File: config.mk
export PLATFORM = sky130hd
export DESIGN_NAME = sdb_status
export DESIGN_NICKNAME = d
export VERILOG_FILES = /design/src/rtl/sdb_pkg.sv /design/src/rtl/sdb_err_if.sv /design/src/rtl/sdb_err_latch.sv /design/src/rtl/sdb_status.sv
export VERILOG_INCLUDE_DIRS = /design/src /design/src/rtl
export SDC_FILE = /design/constraint.sdc
export NUM_CORES = 1
export LEC_CHECK = 0
export BUFFER_PORTS_ARGS = -buffer_cell sky130_fd_sc_hd__buf_2
export CAP_MARGIN = 20
export CORE_MARGIN = 8
export CORE_UTILIZATION = 37
export CTS_CLUSTER_SIZE = 8
export DETAILED_ROUTE_END_ITERATION = 8
export GPL_ROUTABILITY_DRIVEN = 1
export PLACE_DENSITY = 0.75
export SETUP_SLACK_MARGIN = 0.02
export SLEW_MARGIN = 15
export SYNTH_ARGS = -nofsm -noshare
export SYNTH_HDL_FRONTEND = slang
export SYNTH_SLANG_ARGS = --single-unit
File: constraint.sdc
create_clock -name clk_i -period 2.7 [get_ports clk_i]
set_input_delay 0.135 -clock clk_i [delete_from_list [all_inputs] [get_ports clk_i]]
set_output_delay 0.135 -clock clk_i [all_outputs]
set_load 0.01 [all_outputs]
File: src/rtl/sdb_defs.svh
`ifndef SDB_DEFS_SVH
`define SDB_DEFS_SVH
// request byte
`define SDB_REQ_RESET_BIT     7
// response byte
`define SDB_RSP_OUT_ON_BIT    0
`define SDB_RSP_ACT_DET_BIT   1
`define SDB_RSP_INPUTS_BIT    4
`define SDB_RSP_LIMIT_BIT     5
`define SDB_RSP_WARN_BIT      6
`define SDB_RSP_ERR_BIT       7
// warning / error detail byte
`define SDB_DIAG_OUT1_BIT     0
`define SDB_DIAG_OUT2_BIT     1
`define SDB_DIAG_CROSS_BIT    2
`define SDB_DIAG_TEMP_BIT     3
`define SDB_DIAG_ACT_BAD_BIT  4
`define SDB_DIAG_INTERNAL_BIT 5
`define SDB_DIAG_COMM_BIT     6
`define SDB_BYTE_RESET        8'h00
`endif

File: src/rtl/sdb_pkg.sv
package sdb_pkg;
  typedef logic [7:0] sdb_byte_t;
  typedef enum logic [1:0] {
    SDB_ERR_IDLE  = 2'b01,
    SDB_ERR_LATCH = 2'b10
  } sdb_err_state_t;
endpackage : sdb_pkg

File: src/rtl/sdb_err_if.sv
`timescale 1ns/1ps
`default_nettype none
interface sdb_err_if;
  logic cause;
  logic clear_req;
  logic latched;
  modport owner (input cause, input clear_req, output latched);
  modport user  (output cause, output clear_req, input latched);
endinterface : sdb_err_if
`default_nettype wire

File: src/rtl/sdb_err_latch.sv
`timescale 1ns/1ps
`default_nettype none
module sdb_err_latch (
  input  wire logic     clk_i,
  input  wire logic     resetn_i,
  sdb_err_if.owner      err
);
  sdb_pkg::sdb_err_state_t state;
  sdb_pkg::sdb_err_state_t next_state;

  // a clear is only honoured once the cause is gone
  always_comb begin
    next_state = state;
    case (state)
      sdb_pkg::SDB_ERR_IDLE: begin
        if (err.cause) next_state = sdb_pkg::SDB_ERR_LATCH;
      end
      sdb_pkg::SDB_ERR_LATCH: begin
        if (!err.cause && err.clear_req) next_state = sdb_pkg::SDB_ERR_IDLE;
      end
      default: next_state = sdb_pkg::SDB_ERR_IDLE;
    endcase
  end

  always_ff @(posedge clk_i or negedge resetn_i) begin
    if (!resetn_i) state <= sdb_pkg::SDB_ERR_IDLE;
    else state <= next_state;
  end

  assign err.latched = (state == sdb_pkg::SDB_ERR_LATCH);

  property p_err_hold;
    @(posedge clk_i) disable iff (!resetn_i)
      (state == sdb_pkg::SDB_ERR_LATCH) && err.cause
        |=> state == sdb_pkg::SDB_ERR_LATCH;
  endproperty
  a_err_hold: assert property (p_err_hold)
    else $error("error cleared while cause present");
endmodule : sdb_err_latch
`default_nettype wire

File: src/rtl/sdb_status.sv
`include "sdb_defs.svh"
`timescale 1ns/1ps
`default_nettype none
module sdb_status (
  input  wire logic               clk_i,
  input  wire logic               resetn_i,
  input  wire sdb_pkg::sdb_byte_t request_i,
  input  wire logic               guard_open_i,
  input  wire logic               safety_output_one_i,
  input  wire logic               safety_output_two_i,
  input  wire logic               safety_input_one_i,
  input  wire logic               safety_input_two_i,
  input  wire logic               actuator_in_range_i,
  input  wire logic               actuator_in_hyst_i,
  input  wire logic               actuator_bad_i,
  input  wire logic               fault_out_one_i,
  input  wire logic               fault_out_two_i,
  input  wire logic               fault_cross_i,
  input  wire logic               fault_temp_i,
  input  wire logic               fault_internal_i,
  input  wire logic               fault_comm_i,
  input  wire logic               warn_cause_i,
  input  wire logic               err_cause_i,
  output var  sdb_pkg::sdb_byte_t response_o,
  output var  sdb_pkg::sdb_byte_t diag_o,
  output var  logic               error_latched_o
);
  logic               req_reset_q;
  logic               req_fall;
  logic               clear_req;
  sdb_pkg::sdb_byte_t next_response;
  sdb_pkg::sdb_byte_t next_diag;
  sdb_err_if          err ();

  assign req_fall  = req_reset_q && !request_i[`SDB_REQ_RESET_BIT];
  assign clear_req = req_fall || guard_open_i;
  assign err.cause     = err_cause_i;
  assign err.clear_req = clear_req;

  sdb_err_latch u_err (
    .clk_i    (clk_i),
    .resetn_i (resetn_i),
    .err      (err)
  );

  // each bit from its own condition, so mixed states combine freely
  always_comb begin
    next_response = `SDB_BYTE_RESET;
    next_response[`SDB_RSP_OUT_ON_BIT] =
      safety_output_one_i && safety_output_two_i;
    next_response[`SDB_RSP_ACT_DET_BIT] = actuator_in_range_i;
    next_response[`SDB_RSP_INPUTS_BIT] =
      safety_input_one_i && safety_input_two_i;
    next_response[`SDB_RSP_LIMIT_BIT] = actuator_in_hyst_i;
    next_response[`SDB_RSP_WARN_BIT]  = warn_cause_i;
    next_response[`SDB_RSP_ERR_BIT]   = err.latched;
  end

  always_comb begin
    next_diag = `SDB_BYTE_RESET;
    next_diag[`SDB_DIAG_OUT1_BIT]     = fault_out_one_i;
    next_diag[`SDB_DIAG_OUT2_BIT]     = fault_out_two_i;
    next_diag[`SDB_DIAG_CROSS_BIT]    = fault_cross_i;
    next_diag[`SDB_DIAG_TEMP_BIT]     = fault_temp_i;
    next_diag[`SDB_DIAG_ACT_BAD_BIT]  = actuator_bad_i;
    next_diag[`SDB_DIAG_INTERNAL_BIT] = fault_internal_i;
    next_diag[`SDB_DIAG_COMM_BIT]     = fault_comm_i;
  end

  // registered so the line sees glitch-free bytes
  always_ff @(posedge clk_i or negedge resetn_i) begin
    if (!resetn_i) begin
      req_reset_q     <= 1'b0;
      response_o      <= `SDB_BYTE_RESET;
      diag_o          <= `SDB_BYTE_RESET;
      error_latched_o <= 1'b0;
    end else begin
      req_reset_q     <= request_i[`SDB_REQ_RESET_BIT];
      response_o      <= next_response;
      diag_o          <= next_diag;
      error_latched_o <= err.latched;
    end
  end

  property p_inputs;
    @(posedge clk_i) disable iff (!resetn_i)
      ##1 response_o[`SDB_RSP_INPUTS_BIT] ==
      ($past(safety_input_one_i) && $past(safety_input_two_i));
  endproperty
  a_inputs: assert property (p_inputs)
    else $error("input bit wrong");

  property p_hyst;
    @(posedge clk_i) disable iff (!resetn_i)
      actuator_in_hyst_i |=> response_o[`SDB_RSP_LIMIT_BIT];
  endproperty
  a_hyst: assert property (p_hyst)
    else $error("limit bit missing");

  property p_comm;
    @(posedge clk_i) disable iff (!resetn_i)
      fault_comm_i |=> diag_o[`SDB_DIAG_COMM_BIT];
  endproperty
  a_comm: assert property (p_comm)
    else $error("comm bit missing");

  property p_act_bad;
    @(posedge clk_i) disable iff (!resetn_i)
      actuator_bad_i |=> diag_o[`SDB_DIAG_ACT_BAD_BIT];
  endproperty
  a_act_bad: assert property (p_act_bad)
    else $error("actuator bit missing");

  property p_out_on;
    @(posedge clk_i) disable iff (!resetn_i)
      !(safety_output_one_i && safety_output_two_i)
        |=> !response_o[`SDB_RSP_OUT_ON_BIT];
  endproperty
  a_out_on: assert property (p_out_on)
    else $error("output bit set wrongly");

  property p_warn;
    @(posedge clk_i) disable iff (!resetn_i)
      warn_cause_i |=> response_o[`SDB_RSP_WARN_BIT];
  endproperty
  a_warn: assert property (p_warn)
    else $error("warning bit missing");

  property p_err_set;
    @(posedge clk_i) disable iff (!resetn_i)
      err_cause_i |=> ##1 response_o[`SDB_RSP_ERR_BIT];
  endproperty
  a_err_set: assert property (p_err_set)
    else $error("error bit missing");

  property p_err_stay;
    @(posedge clk_i) disable iff (!resetn_i)
      err.latched && !clear_req |=> ##1 error_latched_o;
  endproperty
  a_err_stay: assert property (p_err_stay)
    else $error("error cleared without request");

  property p_range;
    @(posedge clk_i) disable iff (!resetn_i)
      actuator_in_range_i |=> response_o[`SDB_RSP_ACT_DET_BIT];
  endproperty
  a_range: assert property (p_range)
    else $error("actuator bit missing");

  property p_temp;
    @(posedge clk_i) disable iff (!resetn_i)
      fault_temp_i |=> diag_o[`SDB_DIAG_TEMP_BIT];
  endproperty
  a_temp: assert property (p_temp)
    else $error("temperature bit missing");

  property p_out1;
    @(posedge clk_i) disable iff (!resetn_i)
      fault_out_one_i |=> diag_o[`SDB_DIAG_OUT1_BIT];
  endproperty
  a_out1: assert property (p_out1)
    else $error("output one fault bit missing");

  property p_out2;
    @(posedge clk_i) disable iff (!resetn_i)
      fault_out_two_i |=> diag_o[`SDB_DIAG_OUT2_BIT];
  endproperty
  a_out2: assert property (p_out2)
    else $error("output two fault bit missing");

  property p_cross;
    @(posedge clk_i) disable iff (!resetn_i)
      fault_cross_i |=> diag_o[`SDB_DIAG_CROSS_BIT];
  endproperty
  a_cross: assert property (p_cross)
    else $error("cross fault bit missing");

  property p_internal;
    @(posedge clk_i) disable iff (!resetn_i)
      fault_internal_i |=> diag_o[`SDB_DIAG_INTERNAL_BIT];
  endproperty
  a_internal: assert property (p_internal)
    else $error("internal fault bit missing");

  // undefined positions must stay low whatever the inputs do
  property p_spare;
    @(posedge clk_i) disable iff (!resetn_i)
      ##1 ((response_o[3:2] == 2'b00) && !diag_o[7]);
  endproperty
  a_spare: assert property (p_spare)
    else $error("spare bit set");

  property p_err_clear;
    @(posedge clk_i) disable iff (!resetn_i)
      err.latched && !err_cause_i && clear_req
        |=> ##1 !response_o[`SDB_RSP_ERR_BIT];
  endproperty
  a_err_clear: assert property (p_err_clear)
    else $error("error not cleared");

  property p_warn_off;
    @(posedge clk_i) disable iff (!resetn_i)
      !warn_cause_i |=> !response_o[`SDB_RSP_WARN_BIT];
  endproperty
  a_warn_off: assert property (p_warn_off)
    else $error("warning bit set wrongly");

  property p_range_off;
    @(posedge clk_i) disable iff (!resetn_i)
      !actuator_in_range_i |=> !response_o[`SDB_RSP_ACT_DET_BIT];
  endproperty
  a_range_off: assert property (p_range_off)
    else $error("actuator bit set wrongly");
endmodule : sdb_status
`default_nettype wire

Word-level counts from Yosys, hierarchy flattened
Cells that the tools add are included.
{"block": "classes", "reduce_logical": 8, "n_eq_ne": 4, "mux": 3}
{"operator": "1-bit logical AND", "count": 4}
{"operator": "2-bit two-way mux", "count": 2}
{"operator": "2-bit case mux with 2 select lines", "count": 1}
{"operator": "2-bit by 1-bit == test with 1-bit output (second input constant)", "count": 1}
{"operator": "2-bit == test (second input constant)", "count": 1}
{"operator": "1-bit logical NOT", "count": 2}
{"operator": "2-bit by 1-bit inequality test with 1-bit output (second input constant)", "count": 1}
{"operator": "2-bit inequality test (second input constant)", "count": 1}
{"operator": "2-bit AND reduction", "count": 1}
{"operator": "1-bit logical OR", "count": 1}
{"block": "totals", "input_bits": 26, "output_inout_bits": 17, "wordCells": 20, "regBits": 17}

Logic depth before layout (Yosys ltp)
{"block": "depth", "ltp_word": 6, "depth_mapped": 3, "mapped_depth_nobuf": 3}

Modules after synthesis
Synthesis repeated with hierarchy kept, for this count alone.
{"block": "unflattened", "cells_unflattened": 30, "hier_area_um2": 500.5}
{"module": "sdb_status", "seq_area_each_um2": 350.3, "n_inst": 1, "area_each_um2": 407.9, "cells_each": 23}
{"module": "sdb_err_latch", "seq_area_each_um2": 51.3, "n_inst": 1, "area_each_um2": 92.6, "cells_each": 7}

Worst setup path before layout
Ideal clock, no wire load.
{"block": "synth_timing", "kind": "register -> register", "from": "reg u_err.state[0]", "to": "reg u_err.state[1]", "n_path_buf": 0, "slack_ns": 1.748, "stages_incl_launch_ff": 4, "synth_period_minus_slack_ns": 0.952, "t_arrival_ns": 0.834, "setup_ns": 0.118, "required_ns": 2.582, "path_cell_list": "dfstp_2 > nor2b_4 > o2bb2ai_1 > a21o_1"}
{"block": "synth_between", "elab_chain_cells": 3, "elab_cells_between_ends": 6, "classes_between": "eq/ne (4); mux (1); reduce/logical (1)"}
{"item": "start: declaration", "line_no": "sdb_err_latch.sv:8", "text": "sdb_pkg::sdb_err_state_t state;"}
{"item": "start signal: assignment", "line_no": "sdb_err_latch.sv:26", "text": "if (!resetn_i) state <= sdb_pkg::SDB_ERR_IDLE;"}
{"item": "start signal: assignment", "line_no": "sdb_err_latch.sv:27", "text": "else state <= next_state;"}
{"item": "2-bit == test *"}
{"item": "net err.latched", "line_no": "sdb_err_if.sv:6", "text": "logic latched;"}
{"item": "2-bit by 1-bit inequality test with 1-bit output (no source line)"}
{"item": "2-bit AND reduction (no source line)"}
The timed path passes the listed nets; every way through them passes the cells marked *.
A chain may end at the register's enable or synchronous reset.

Final worst setup path
Ends and elaborated chain as after synthesis.

==> metrics.md <==
| Metric | Value |
|---|---|
| Nets | 103 |
| Synth cell types | 11 |
| Number of antenna violations at the first check in global routing | 0 |
| Crit Path Class | reg2reg |
| Area leader, netlist | dfrtp_1 |
| Htree depth | 1 |
| Setup TNS | 0 ps |
| CTS Buf Count | 3 |
| Endpoints failing hold | 0 |
| Routability Congestion | around 0.76 |
| Vias | 367 |
| Setup bufs post-CTS | 0 |
| Synth Area per Inst | 16.5 um2 |
| Die H | 52.6 um |
| Die W | 52.6 um |
| Die ar. | approximately 2800 um2 |
| Worst-Skew Late Latency | approximately 270 ps |
| Clk_skew | 0.171 ps |
| First-pass detailed-route iteration total | 3 |
| Drt drc | 0 |
| # resized after CTS | 0 |
| Setup Viol. Count Final | 0 |
| Area Overhead vs Synth | 61.1% |
| Total track usage | 0.0976 |
| TritonCTS clock tree | yes |
| Setup crit start kind | register |
| First-pass GRT wire length | 1910 um |
| Most frequent cells in the layout | buf_2 (32), dfrtp_1 (15), dlygate4sd3_1 (12) |
| Row count | 13 |
| Compound-Gate Fraction of Synth Area | 0.0530 |
| Share of the synthesized area in the top cell type | 0.758 |
| Antenna cells | 0 |
| Critical Path Sink | u_err.state[1]$_DFFE_PN0P_ |
| Critical path peak fanout | 4 |
| Slowest CP cell | dfstp_2 |
| Largest family of logic cells by synthesized area | buffers and inverters |
| Max stage delay on crit path | 560 ps |
| Worst setup startpoint | u_err.state[0]$_DFFE_PN1P_ |
| Cell Area, Synth | 495 um2 |
| DP Worst Slack | 1720 ps |
| Post-route minimum period | 987 ps |
| Initial core utilization | 0.391 |
| Period Utilization, post-route | 0.365 |
| CP required | 2870 ps |
| Synth area leaders | dfrtp_1 (76%), buf_4 (6.1%), dfstp_2 (5.3%) |
| Root Buffer | clkbuf_4 |
| DRT Wirelength | 1270 um |
| Vias in the first global route | approximately 400 |
| Post-synthesis sequential area ratio | 0.811 |
| Clock net sink count | 16 |
| Max Slew Vio Count | 0 |
| Hold_buf cts | 12 |
| Reg2reg start | u_err.state[0]$_DFFE_PN1P_ |
| Hold crit path type | in2reg |
| HP Start | safety_output_two_i |
| Outcome | complete, no violations |
| Max Freq | slightly above 1 GHz |
| Leakage | 0.427 nW |
| Starting DRT DRC Count | 4 |
| Adder-Cell Fraction of Synth Area | 0 |
| Core area | 1270 um2 |
| Number of port buffers | 32 |
| Antenna viol nets, final | 0 |
| Arrival time of the worst setup path | 1160 ps |
| Gr ovfl total | 0 |
| Drt wl/cell | 13.9 um |
| Post-Synth XOR/XNOR Area | 0 |
| Simple logic cell fraction of the synthesized area | 0.0606 |
| PwrDens | 631 nW/um2 |
| Share of layout cells above drive strength 1 | 0.487 |
| Max cap viols | 0 |
| Vias per cell | a little over 4 |
| Seq cells post-synth | 16 |
| Synth warn | 0 |
| Hold Crit Depth | 2 |
| Critical path buffer and inverter count | 0 |
| Mux share of post-synthesis cell area | 0 |
| Commonest non-fill, non-tap cell in the layout | buf_2 |
| # IOs | 43 |
| CP endpoint kind | register |
| Critical path depth | 3 |
| CP delay by family, top | flip-flops |
| Cells after synthesis | 30 |
| Worst R2R Path Depth | 3 |
| R2r endpoint | u_err.state[1]$_DFFE_PN0P_ |
| RSZ-0062 raised after global routing | no |
| Crit path cell chain | nor2b_4, o2bb2ai_1, a21o_1 |
| IR drop worst, VDD | 0.318 mV |
| Reg2reg setup slack | 1710 ps |
| Worst-path clk slew | 80 ps |
| Worst setup margin | ~1700 ps |
| Pwr Total | 0.504 mW |
| CTS Buffer Depth | 2 |
| Largest net degree at the start of global routing | 17 |
## kinds of logic (layout without fill, tap and decap cells)
group,count (synthesis),after routing
flops,16,16
simple gates,4,4
compound gates,4,4
buf+inv,5,49
other cells,1,3
## area by class of cell
type,count,area [um2]
Inverter,1,3.75
Tap cell,15,18.8
Multi-Input combinational cell,11,67.6
Sequential cell,16,402
Fill cell,102,470
Clock buffer,4,26.3
Timing Repair Buffer,44,280
## registers in the layout (all words and copies together), names as in the netlist
register	count
diag_o	7
response_o	6
u_err.state	2
req_reset_q	1
## report_power, final
| group | switching (mW) | internal (mW) |
|---|---|---|
| Combinational | 0.0403 | 0.0511 |
| Sequential | 0.0149 | 0.273 |
| Clock | 0.0673 | 0.0572 |
## Yosys cell counts, drive strengths merged
cell type and count:
nand2 1, dfrtp 15, a21oi 2, and2 2, o2bb2ai 1, conb 1
inv 1, nor2b 1, a21o 1, dfstp 1, buf 4
## stage by stage
step,instance area [um2],instances,hold slack (ps),util
CTS,798,91,53.3,0.629
floorplan,503,32,-161,-
global placement,652,75,52.5,0.514
detailed placement,652,75,55.2,0.514
finish,798,91,62.6,0.629
global route,798,91,62.6,0.629
## how the worst min path moves through the flow
stage                                    endpoint  slack, ps
after detailed placement  response_o[4]$_DFF_PN0_         60
after floorplan               diag_o[0]$_DFF_PN0_       -160
final                     response_o[0]$_DFF_PN0_         60
after global routing      response_o[4]$_DFF_PN0_         60
after CTS                 response_o[0]$_DFF_PN0_         50
after global placement    response_o[4]$_DFF_PN0_         50
## per-layer routing
metal	wire, um	global-route usage
met1	375	0.0894
met5	0	0
met4	7	0.0517
met3	59	0.0369
met2	825	0.180
Power figures use the tool's default switching activity.
